### src/pkg/flash_ctl_pkg.sv
// Package: register map, field layout and operation codes for flash control
package flash_ctl_pkg;

    // Byte addresses of the word registers
    localparam logic [7:0] ADDR_CONTROL = 8'h00;
    localparam logic [7:0] ADDR_IRQ_STATUS = 8'h04;
    localparam logic [7:0] ADDR_IRQ_MASK = 8'h08;

    // Control register field positions
    localparam int BIT_GO = 15;
    localparam int BIT_UNLOCK = 14;
    localparam int BIT_SEQ_ERR = 13;
    localparam int BIT_ERASE_SEL = 6;
    localparam int OPSEL_LSB = 0;
    localparam int OPSEL_W = 4;

    // Interrupt status bit positions
    localparam int IRQ_DONE = 0;
    localparam int IRQ_ERR = 1;
    localparam int IRQ_W = 2;

    // Reset values
    localparam logic [15:0] CONTROL_RESET = 16'h0000;
    localparam logic [IRQ_W-1:0] IRQ_RESET = 2'h0;

    // Operation-select encodings
    localparam logic [3:0] OP_ERASE_SEGMENT = 4'hD;
    localparam logic [3:0] OP_ERASE_PAGE = 4'h2;
    localparam logic [3:0] OP_PROGRAM_WORD = 4'h3;

    // AHB transfer type and size
    localparam logic [1:0] HTRANS_NONSEQ = 2'h2;
    localparam logic [2:0] HSIZE_WORD = 3'h2;

    // Operation kinds passed to the timing engine
    typedef enum logic [1:0] {
        OPK_NONE = 2'b00,
        OPK_ERASE_SEGMENT = 2'b01,
        OPK_ERASE_PAGE = 2'b10,
        OPK_PROGRAM_WORD = 2'b11
    } op_kind_t;

    // Command to the timing engine
    typedef struct packed {
        logic go;
        logic erase_sel;
        logic [3:0] operation_select;
    } engine_cmd_t;

    // Report from the timing engine
    typedef struct packed {
        logic done;
        logic fault;
    } engine_rsp_t;

endpackage

### src/design/flash_op_control_reg.sv
// Flash operation control register with AHB-Lite slave and interrupt
//
// The AHB-Lite slave port and the register addresses were left to the implementer.
`timescale 1ns/1ps
module flash_op_control_reg (
    input wire logic core_clk_i,
    input wire logic reset_i,
    input wire logic hsel_i,
    input wire logic [7:0] haddr_i,
    input wire logic [1:0] htrans_i,
    input wire logic hwrite_i,
    input wire logic [2:0] hsize_i,
    input wire logic [31:0] hwdata_i,
    input wire logic hready_i,
    output logic [31:0] hrdata_o,
    output logic hreadyout_o,
    output logic hresp_o,
    input wire flash_ctl_pkg::engine_rsp_t engine_rsp_i,
    output flash_ctl_pkg::engine_cmd_t engine_cmd_o,
    output flash_ctl_pkg::op_kind_t engine_kind_o,
    output logic irq_o
);

    // Held control fields
    logic go_r;
    logic unlock_r;
    logic seq_err_r;
    logic erase_sel_r;
    logic [3:0] opsel_r;
    logic [flash_ctl_pkg::IRQ_W-1:0] irq_status_r;
    logic [flash_ctl_pkg::IRQ_W-1:0] irq_mask_r;

    // Registered address phase
    logic wr_pend_r;
    logic rd_pend_r;
    logic [7:0] addr_r;

    // Decoded command state
    flash_ctl_pkg::op_kind_t kind_nxt;

    logic addr_phase;
    logic [15:0] ctl_wdata;
    logic ctl_write;
    logic go_request;
    logic go_ok;
    logic go_bad;
    logic [15:0] ctl_read;
    logic [flash_ctl_pkg::IRQ_W-1:0] irq_event;

    // Address phase taken when selected, nonsequential and bus ready
    assign addr_phase = hsel_i && hready_i &&
                        (htrans_i == flash_ctl_pkg::HTRANS_NONSEQ);
    assign ctl_wdata = hwdata_i[15:0];
    assign ctl_write = wr_pend_r && (addr_r == flash_ctl_pkg::ADDR_CONTROL);

    // A go request is a write of one to go while idle
    assign go_request = ctl_write && ctl_wdata[flash_ctl_pkg::BIT_GO] &&
                        !go_r;
    // Unlock is the value held before this write, so one write cannot
    // both unlock and launch; software unlocks first.
    assign go_ok = go_request && unlock_r;
    assign go_bad = go_request && !unlock_r;

    // Decode of the command that the write carries
    flash_op_decode u_decode (
        .erase_sel_i(ctl_wdata[flash_ctl_pkg::BIT_ERASE_SEL]),
        .operation_select_i(ctl_wdata[3:0]),
        .kind_o(kind_nxt)
    );

    // Read view of the control register; unused bits tie low
    always_comb begin
        ctl_read = 16'h0000;
        ctl_read[flash_ctl_pkg::BIT_GO] = go_r;
        ctl_read[flash_ctl_pkg::BIT_UNLOCK] = unlock_r;
        ctl_read[flash_ctl_pkg::BIT_SEQ_ERR] = seq_err_r;
        ctl_read[flash_ctl_pkg::BIT_ERASE_SEL] = erase_sel_r;
        ctl_read[3:0] = opsel_r;
    end

    // Bus address phase capture; every transfer completes in one wait-free
    always_ff @(posedge core_clk_i) begin
        if (reset_i) begin
            wr_pend_r <= 1'b0;
            rd_pend_r <= 1'b0;
            addr_r <= 8'h00;
        end else begin
            wr_pend_r <= addr_phase && hwrite_i;
            rd_pend_r <= addr_phase && !hwrite_i;
            if (addr_phase) begin
                addr_r <= haddr_i;
            end
        end
    end

    // Zero wait states and OKAY only
    always_ff @(posedge core_clk_i) begin
        if (reset_i) begin
            hreadyout_o <= 1'b1;
            hresp_o <= 1'b0;
        end else begin
            hreadyout_o <= 1'b1;
            hresp_o <= 1'b0;
        end
    end

    // Read data registered at address phase, so it stands in data phase
    always_ff @(posedge core_clk_i) begin
        if (reset_i) begin
            hrdata_o <= 32'h0000_0000;
        end else if (addr_phase && !hwrite_i) begin
            unique case (haddr_i)
                flash_ctl_pkg::ADDR_CONTROL:
                    hrdata_o <= {16'h0000, ctl_read};
                flash_ctl_pkg::ADDR_IRQ_STATUS:
                    hrdata_o <= {30'h0, irq_status_r};
                flash_ctl_pkg::ADDR_IRQ_MASK:
                    hrdata_o <= {30'h0, irq_mask_r};
                default:
                    hrdata_o <= 32'h0000_0000;
            endcase
        end
    end

    // Software-owned fields; frozen while an operation runs
    always_ff @(posedge core_clk_i) begin
        if (reset_i) begin
            unlock_r <=
                flash_ctl_pkg::CONTROL_RESET[flash_ctl_pkg::BIT_UNLOCK];
            erase_sel_r <= 1'b0;
            opsel_r <= 4'h0;
        end else if (ctl_write && !go_r) begin
            unlock_r <= ctl_wdata[flash_ctl_pkg::BIT_UNLOCK];
            erase_sel_r <= ctl_wdata[flash_ctl_pkg::BIT_ERASE_SEL];
            opsel_r <= ctl_wdata[3:0];
        end
    end

    // Go bit: set by an accepted start, cleared by the engine on done or fault
    always_ff @(posedge core_clk_i) begin
        if (reset_i) begin
            go_r <= 1'b0;
        end else if (go_ok) begin
            go_r <= 1'b1;
        end else if (go_r && (engine_rsp_i.done || engine_rsp_i.fault)) begin
            go_r <= 1'b0;
        end
    end

    // Error flag is hardware driven only; writing its bit has no effect, but a go write sets it while locked and clears it when accepted
    always_ff @(posedge core_clk_i) begin
        if (reset_i) begin
            seq_err_r <= 1'b0;
        end else if (go_bad) begin
            seq_err_r <= 1'b1;
        end else if (go_r && engine_rsp_i.fault) begin
            seq_err_r <= 1'b1;
        end else if (go_ok) begin
            seq_err_r <= 1'b0;
        end
    end

    // Engine command outputs, all from flops
    always_ff @(posedge core_clk_i) begin
        if (reset_i) begin
            engine_cmd_o <= '0;
            engine_kind_o <= flash_ctl_pkg::OPK_NONE;
        end else begin
            engine_cmd_o.go <= go_ok ||
                (go_r && !(engine_rsp_i.done || engine_rsp_i.fault));
            if (go_ok) begin
                engine_cmd_o.erase_sel <=
                    ctl_wdata[flash_ctl_pkg::BIT_ERASE_SEL];
                engine_cmd_o.operation_select <= ctl_wdata[3:0];
                engine_kind_o <= kind_nxt;
            end else if (!go_r) begin
                engine_kind_o <= flash_ctl_pkg::OPK_NONE;
            end
        end
    end

    // Interrupt events: completion and sequence error
    always_comb begin
        irq_event = '0;
        irq_event[flash_ctl_pkg::IRQ_DONE] = go_r && engine_rsp_i.done;
        irq_event[flash_ctl_pkg::IRQ_ERR] = go_bad ||
                                            (go_r && engine_rsp_i.fault);
    end

    // Sticky status, write one to clear; a new event wins over the clear
    always_ff @(posedge core_clk_i) begin
        if (reset_i) begin
            irq_status_r <= flash_ctl_pkg::IRQ_RESET;
        end else if (wr_pend_r &&
                     addr_r == flash_ctl_pkg::ADDR_IRQ_STATUS) begin
            irq_status_r <= (irq_status_r & ~hwdata_i[1:0]) | irq_event;
        end else begin
            irq_status_r <= irq_status_r | irq_event;
        end
    end

    // Mask register
    always_ff @(posedge core_clk_i) begin
        if (reset_i) begin
            irq_mask_r <= flash_ctl_pkg::IRQ_RESET;
        end else if (wr_pend_r && addr_r == flash_ctl_pkg::ADDR_IRQ_MASK) begin
            irq_mask_r <= hwdata_i[1:0];
        end
    end

    // Interrupt lags status by one cycle to come from a flop
    always_ff @(posedge core_clk_i) begin
        if (reset_i) begin
            irq_o <= 1'b0;
        end else begin
            irq_o <= |(irq_status_r & irq_mask_r);
        end
    end
endmodule

### src/design/flash_op_decode.sv
// Decoder from erase select and operation select to an operation kind
`timescale 1ns/1ps
module flash_op_decode (
    input wire logic erase_sel_i,
    input wire logic [3:0] operation_select_i,
    output flash_ctl_pkg::op_kind_t kind_o
);

    // Only three codes launch anything; all others are no operation
    always_comb begin
        kind_o = flash_ctl_pkg::OPK_NONE;
        if (erase_sel_i) begin
            if (operation_select_i == flash_ctl_pkg::OP_ERASE_SEGMENT) begin
                kind_o = flash_ctl_pkg::OPK_ERASE_SEGMENT;
            end else if (operation_select_i ==
                         flash_ctl_pkg::OP_ERASE_PAGE) begin
                kind_o = flash_ctl_pkg::OPK_ERASE_PAGE;
            end
        end else if (operation_select_i ==
                     flash_ctl_pkg::OP_PROGRAM_WORD) begin
            kind_o = flash_ctl_pkg::OPK_PROGRAM_WORD;
        end
    end

endmodule

### config.mk
export PLATFORM = sky130hd
export DESIGN_NAME = flash_op_control_reg
export DESIGN_NICKNAME = d
export VERILOG_FILES = /design/src/pkg/flash_ctl_pkg.sv /design/src/design/flash_op_control_reg.sv /design/src/design/flash_op_decode.sv
export SDC_FILE = /design/constraint.sdc
export NUM_CORES = 1
export LEC_CHECK = 0
export BUFFER_PORTS_ARGS = -buffer_cell sky130_fd_sc_hd__buf_2
export CAP_MARGIN = 40
export CORE_ASPECT_RATIO = 0.7
export CORE_UTILIZATION = 30
export CTS_CLUSTER_DIAMETER = 40
export DETAILED_ROUTE_END_ITERATION = 7
export GPL_TIMING_DRIVEN = 0
export PLACE_DENSITY = 0.58
export SETUP_SLACK_MARGIN = 0.4
export SYNTH_ARGS = -nofsm -noshare
export SYNTH_HDL_FRONTEND = slang
export SYNTH_SLANG_ARGS = --single-unit
### constraint.sdc
create_clock -name core_clk_i -period 1.4 [get_ports core_clk_i]
set_input_delay 0.07 -clock core_clk_i [delete_from_list [all_inputs] [get_ports core_clk_i]]
set_output_delay 0.07 -clock core_clk_i [all_outputs]
set_load 0.01 [all_outputs]
Word level (Yosys, flattened, before mapping)

Cells that the tools add are included.

Flip-flop bits (word level): 62
Bits of input ports: 52
Output and inout port bits: 43
Logic and storage cells: 70

Equal/unequal tests: 9
Multiplexer cells: 13
Bitwise logic cells: 5
Reductions and logical operators: 28

Operators by type and width:

| kind                 | number |
|---|---|
| $pmux W16 S3         | 1 |
| $eq A8 B3 Y1 const B | 2 |
| $eq A8 B4 Y1 const B | 2 |
| $logic_and A1 B1 Y1  | 16 |
| $logic_not A8 Y1     | 2 |
| $mux W2              | 7 |
| $eq A4 B2 Y1 const B | 2 |
| $mux W1              | 5 |
| $and A2 B2 Y2        | 2 |
| $eq A4 B4 Y1 const B | 1 |
| $logic_not A1 Y1     | 4 |
| $or A2 B2 Y2         | 2 |
| $logic_or A1 B1 Y1   | 3 |
| $reduce_bool A3 Y1   | 1 |
| $eq A2 B2 Y1 const B | 1 |
| $ne A2 B1 Y1 const B | 1 |
| $not A2 Y2           | 1 |
| $reduce_bool A2 Y1   | 1 |
| $reduce_or A2 Y1     | 1 |

Depth between registers and ports, before layout

Word-level depth: 8
Mapped depth: 5
Mapped depth without buffers: 4

Hierarchy

From an unflattened synthesis, not the netlist that was laid out.

Cell total of the unflattened synthesis: 225
Area total of the unflattened synthesis: 1966.9 µm²

Modules (own cells, without submodules):

| module               | times used | cells each | area each (µm²) |
|---|---|---|---|
| flash_op_control_reg | 1          | 220        | 1923.1 |
| flash_op_decode      | 1          | 5          | 43.8 |

Worst setup path after synthesis

Ideal clock, no wire load.

Path kind: reg-to-reg
Start: reg addr_r[4]
End: reg engine_kind_o[0]
Arrival: 1426 ps
Slack: -97 ps
Cell stages (with the launch flop): 5
Path through: dfxtp_1 nor4_4 nand4_4 or3b_1 a21oi_1

Longest elaborated chain between the ends: 6

RTL lines:

| element                                                  | line                        | source |
|---|---|---|
| start, declared                                          | flash_op_control_reg.sv:36  | `logic [7:0] addr_r;` |
| start signal, assigned                                   | flash_op_control_reg.sv:91  | `addr_r <= haddr_i;` |
| $logic_not A8 Y1 (*)                                     | flash_op_control_reg.sv:54  | `assign ctl_write = wr_pend_r && (addr_r == flash_ctl_pkg::ADDR_CONTROL);` |
| $logic_and A1 B1 Y1 (*)                                  | flash_op_control_reg.sv:54  |  |
| $logic_and A1 B1 Y1 (*) (2 in a row)                     | flash_op_control_reg.sv:57  | `assign go_request = ctl_write && ctl_wdata[flash_ctl_pkg::BIT_GO] &&` |
| $logic_and A1 B1 Y1 (*)                                  | flash_op_control_reg.sv:61  | `assign go_ok = go_request && unlock_r;` |
| $ne A2 B1 Y1 (no source line) or $mux W2 (tied branches) | -                           |  |
| end signal, assigned                                     | flash_op_control_reg.sv:167 | `engine_kind_o <= flash_ctl_pkg::OPK_NONE;` |
| end signal, assigned                                     | flash_op_control_reg.sv:175 | `engine_kind_o <= kind_nxt;` |
| end signal, assigned                                     | flash_op_control_reg.sv:177 | `engine_kind_o <= flash_ctl_pkg::OPK_NONE;` |
| end, declared                                            | flash_op_control_reg.sv:20  | `output flash_ctl_pkg::op_kind_t engine_kind_o,` |

Every way passes the cells marked *; elsewhere a longest branch is shown, timed or not.
A chain may end at the register's enable or synchronous reset.

Worst setup path after layout

Start: reg wr_pend_r
End: reg engine_kind_o[0]

Longest elaborated chain between the ends: 5

RTL lines:

| element                                                  | line                       | source |
|---|---|---|
| start, declared                                          | flash_op_control_reg.sv:34 | `logic wr_pend_r;` |
| start signal, assigned                                   | flash_op_control_reg.sv:88 | `wr_pend_r <= addr_phase && hwrite_i;` |
| $logic_and A1 B1 Y1 (*)                                  | flash_op_control_reg.sv:54 |  |
| $logic_and A1 B1 Y1 (*) (2 in a row)                     | flash_op_control_reg.sv:57 |  |
| $logic_and A1 B1 Y1 (*)                                  | flash_op_control_reg.sv:61 |  |
| $ne A2 B1 Y1 (no source line) or $mux W2 (tied branches) | -                          |  |

Marks and branches as above.

==> impl.org <==
** Power
- In this run the static leakage power is 1.15 nW.
- VDD sags by at most 0.401 mV.
- Power density cells :: 889 nW/um^2

** Critical path
- STA puts the critical path data arrival time at 1.66 ns.
- STA classifies the critical path endpoint as a flip-flop.
- The number of cells on the worst reg-to-reg path is 5.
- Origin of the worst setup path :: wr_pend_r
- The startpoint identified for the worst register-to-register timing path is wr_pend_r.
- CP endpoint :: engine_kind_o[0]
- Setup crit start kind :: flip-flop
- STA puts the critical path data required time at 1.62 ns.
- Cells traversed along the worst timing path :: nor4b_4 > buf_4 > nand4_4 > or3b_1 > a21oi_1
- Setup CP Type :: flip-flop to flip-flop
- The worst register-to-register path has a setup slack of -0.04 ns.
- CP max FO :: 4
- FF-to-FF End :: engine_kind_o[0]
- Among all stages on the critical path, the largest delay is contributed by sky130_fd_sc_hd__dfxtp_1.
- Max incr delay on CP :: 0.40 ns

** Die
- Die extent in y :: 65.1 um
- The floorplan step defined a die boundary enclosing 5990 sq um.
- I/O pins :: 95
- Die Wd :: 92.1 um
- Placeable core area :: 5370 sq um
- Effective utilization at floorplan :: 31.8%
- The floorplan has 22 rows.

** Logic synthesis
- The cell area that synthesis handed to floorplanning was 1710 sq um.
- The portion of synthesized area spent on multiplexers is 9.39%.
- The synthesized netlist devotes 11.5% of its cell area to compound gates.
- Share of the synthesized area in the top cell type :: 44.6%
- The synthesized netlist devotes 0% of its cell area to adder and majority cells.
- In this run, distinct cell masters in the synthesized netlist total 31.
- After synthesis, the share of flip-flops with an asynchronous set or reset is 0%.
- Share of the synthesized netlist area taken by xor and xnor gates :: 0.514%
- In the post-synthesis netlist, the biggest area contributors are sky130_fd_sc_hd__dfxtp_1, sky130_fd_sc_hd__buf_4, sky130_fd_sc_hd__mux2i_1, sky130_fd_sc_hd__nand2_1, sky130_fd_sc_hd__nor2_1.
- Most used DFF post-synth :: sky130_fd_sc_hd__dfxtp_1
- Of the synthesized area, sequential elements account for 44.6%.
- Summing the areas of all and, or, nand and nor instances in the mapped netlist gives 20.2% of the synthesized area.
- After synthesis, the largest family of logic cells by area is simple AND/OR/NAND/NOR gates.
- Synth Warn # :: 0
- Most frequent cell after synthesis :: sky130_fd_sc_hd__dfxtp_1
- The synthesized design spends more area on one cell type than any other, namely sky130_fd_sc_hd__dfxtp_1.
- Counting instances in the post-synthesis netlist gives the leading cell types as sky130_fd_sc_hd__dfxtp_1, sky130_fd_sc_hd__buf_4, sky130_fd_sc_hd__nand2_1.
- Syn Inst Count :: 185
- The synthesized design contains 0 enable-type register cells.
- Averaged over all synthesized cells, the footprint is 9.22 sq um.
- Register bit count reported by yosys :: 38

** Finish
- For this run, the post-layout net count is 320.
- Register cell area after layout :: 766 sq um
- Multi-input gate area in the final layout :: 878 sq um
- Fillers :: 547
- The post-route netlist has 38.3% of its cells at a drive strength greater than 1.
- The area growth from synthesis to layout is 38.7%.
- Post-route cell area :: 2360 sq um
- The repair_antennas step left the layout with diodes totalling 0.

** Route
- Average wire per standard cell :: 11.6 um
- Post-detailed-routing wire length :: 3.95 mm
- Vias per cell :: 4.24
- The first TritonRoute pass finished after 4 iterations.
- Vias :: 1,446
- After detailed routing, the number of remaining DRC violations is 0.
- DR iter-0 viols :: 40
- Number of routed nets with antenna violations :: 0

** STA
- Achievable Freq :: 694 MHz
- The max-slew violation count came to 0.
- Fin Clk Skew :: 0.00302 ns
- Final setup viols :: 3
- Unrepaired setup endpoints after global routing :: yes
- Actual transition at the worst max-transition pin :: 0.535 ns
- Final worst path period need :: 1.44 ns
- In this run the tightest slew margin relative to its limit is 64.3%.
- Share of the clock period used by the worst path :: 103%
- Once routing completed, OpenROAD measured the worst setup slack at -0.0410 ns.
- In the final timing run, aggregate negative setup slack is -0.0763 ns.
- The final number of hold-violating endpoints is 0.

** Placement
- Detailed placement finished with a half-perimeter wire length of 2.92 mm.
- Place WS :: -0.287 ns
- Number of port buffers :: 39
- In this run the cell area measured after placement is 2100 sq um.
- At the end of routability-driven placement, the weighted congestion stood at 0.744.

** GRT
- For met3 alone, demand over resource in global routing was 4.58%.
- Entering global routing, the biggest net connects 12 pins.
- First-pass GRT wire length :: 6.37 mm
- met1 is the most crowded layer.
- Global-route met1 utilization :: 20.6%
- Number of antenna violations at the first check in global routing :: 0
- Number of global-route vias before repair :: 1,288
- Gr usage total :: 14.0%
- Congestion Overflow GR :: 0
- In the global route stage, met2 resource usage came out at 19.0%.

** CTS
- The clock reaches the later pin of the worst-skew pair after 0.29 ns.
- TritonCTS built the clock tree.
- The clock passes through at most 2 buffers.
- After clock tree synthesis, the flow added hold-fix buffers numbering 0.
- Number of buffers created by CTS :: 5
- CTS HTree Levels :: 2
- Clock-pin slew was measured on the worst setup and hold paths at 0.07 ns.
- The cell sitting at the root of the clock tree is a sky130_fd_sc_hd__clkbuf_8.
- Total clock sinks :: 38

** Run
- Max-cap violations in this run came to 0.

** Worst hold path
- Min-delay worst type :: primary input to flip-flop

** Run status
- The checks that failed: negative setup slack.
- The run finished, with violations left.
## layer usage
layer	part of all wire (%)	up-vias
met3	6.1	4
met5	0	-
li1	-	759
met2	41	42
met4	0.51	0
met1	52	641
## worst min-delay path by stage
stage / slack (ns) / end / cells past startpoint / start
floorplan: 0.20 / addr_r[7] / 2 / haddr_i[7]
global placement: 0.31 / unlock_r / 3 / hwdata_i[14]
detailed placement: 0.31 / unlock_r / 3 / hwdata_i[14]
CTS: 0.01 / unlock_r / 3 / hwdata_i[14]
global route: 0.03 / addr_r[6] / 3 / haddr_i[6]
finish: 0.02 / unlock_r / 3 / hwdata_i[14]
## through the flow
| step | power (W) | std cells | hold slack, ns | utilization (%) |
|---|---|---|---|---|
| after floorplan | 0.00125 | 209 | 0.198 | - |
| after CTS | 0.00211 | 337 | 0.0144 | 42.9 |
| final | 0.00210 | 341 | 0.0178 | 44.1 |
| after global placement | 0.00132 | 320 | 0.306 | 39.1 |
| after detailed placement | 0.00132 | 320 | 0.314 | 39.1 |
| after global routing | 0.00221 | 341 | 0.0324 | 44.1 |
## worst max-delay path, delay by kind of cell, from the launching register on
family	cells	cell delay (ns)
AND/OR/NAND/NOR	3	0.67
flip-flops	1	0.40
buffers and inverters	1	0.19
AO/OA/AOI/OAI	1	0.12
## where the power goes
part           switching (W)  total (W)  internal [W]
clock network       0.000374   0.000771      0.000397
registers         0.00000719    0.00109       0.00109
logic               0.000124   0.000237      0.000113
total               0.000506    0.00210       0.00160
## cell type report
| class | count | share of cell area [%] |
|---|---|---|
| clock buffer | 7 | 3.65 |
| buffer | 31 | 9.37 |
| multi-input combinational | 137 | 37.1 |
| sequential | 38 | 32.4 |
| inverter | 3 | 0.476 |
| tap | 72 | 3.81 |
| timing repair buffer | 52 | 13.0 |
| clock inverter | 1 | 0.212 |
## logic make-up after synthesis
logic type,count (synthesis)
other cells,2
buf+inv,34
simple gates,63
flops,38
compound gates,31
mux,16
xor+xnor,1
## placed cells by master, fill, tap and decap left out, types with 2 or more instances in the layout
cell,netlist,routed
sky130_fd_sc_hd__a22o_1,6,6
sky130_fd_sc_hd__nor2_1,21,19
sky130_fd_sc_hd__o2bb2ai_2,0,2
sky130_fd_sc_hd__a31oi_1,3,3
sky130_fd_sc_hd__buf_4,26,37
sky130_fd_sc_hd__nand4b_1,3,3
sky130_fd_sc_hd__inv_1,3,3
sky130_fd_sc_hd__clkbuf_8,0,6
sky130_fd_sc_hd__nor2_2,0,2
sky130_fd_sc_hd__o21ai_1,2,2
sky130_fd_sc_hd__buf_2,1,38
sky130_fd_sc_hd__and4b_1,2,2
sky130_fd_sc_hd__dfxtp_2,0,4
sky130_fd_sc_hd__nand2_1,24,24
sky130_fd_sc_hd__clkbuf_1,4,5
sky130_fd_sc_hd__conb_1,2,26
sky130_fd_sc_hd__buf_6,0,4
sky130_fd_sc_hd__a21oi_1,15,14
sky130_fd_sc_hd__nand3_4,0,2
sky130_fd_sc_hd__dfxtp_1,38,34
sky130_fd_sc_hd__mux2i_1,16,16
## sequential cells by signal, summed over array words and instances (netlist names)
signal         cells
hrdata_o           8
engine_kind_o      2
wr_pend_r          1
unlock_r           1
addr_r             8
opsel_r            4
erase_sel_r        1
go_r               1
irq_status_r       2
engine_cmd_o       6
seq_err_r          1
irq_mask_r         2
irq_o              1
## timing repair
item / 4_1_cts / 5_1_grt
endpoints found under the setup margin: 26 / 28
resized for setup: 11 / 6
pin swaps: 12 / 9
buffers inserted: 9 / 4
(Power assumes the default switching activity.)
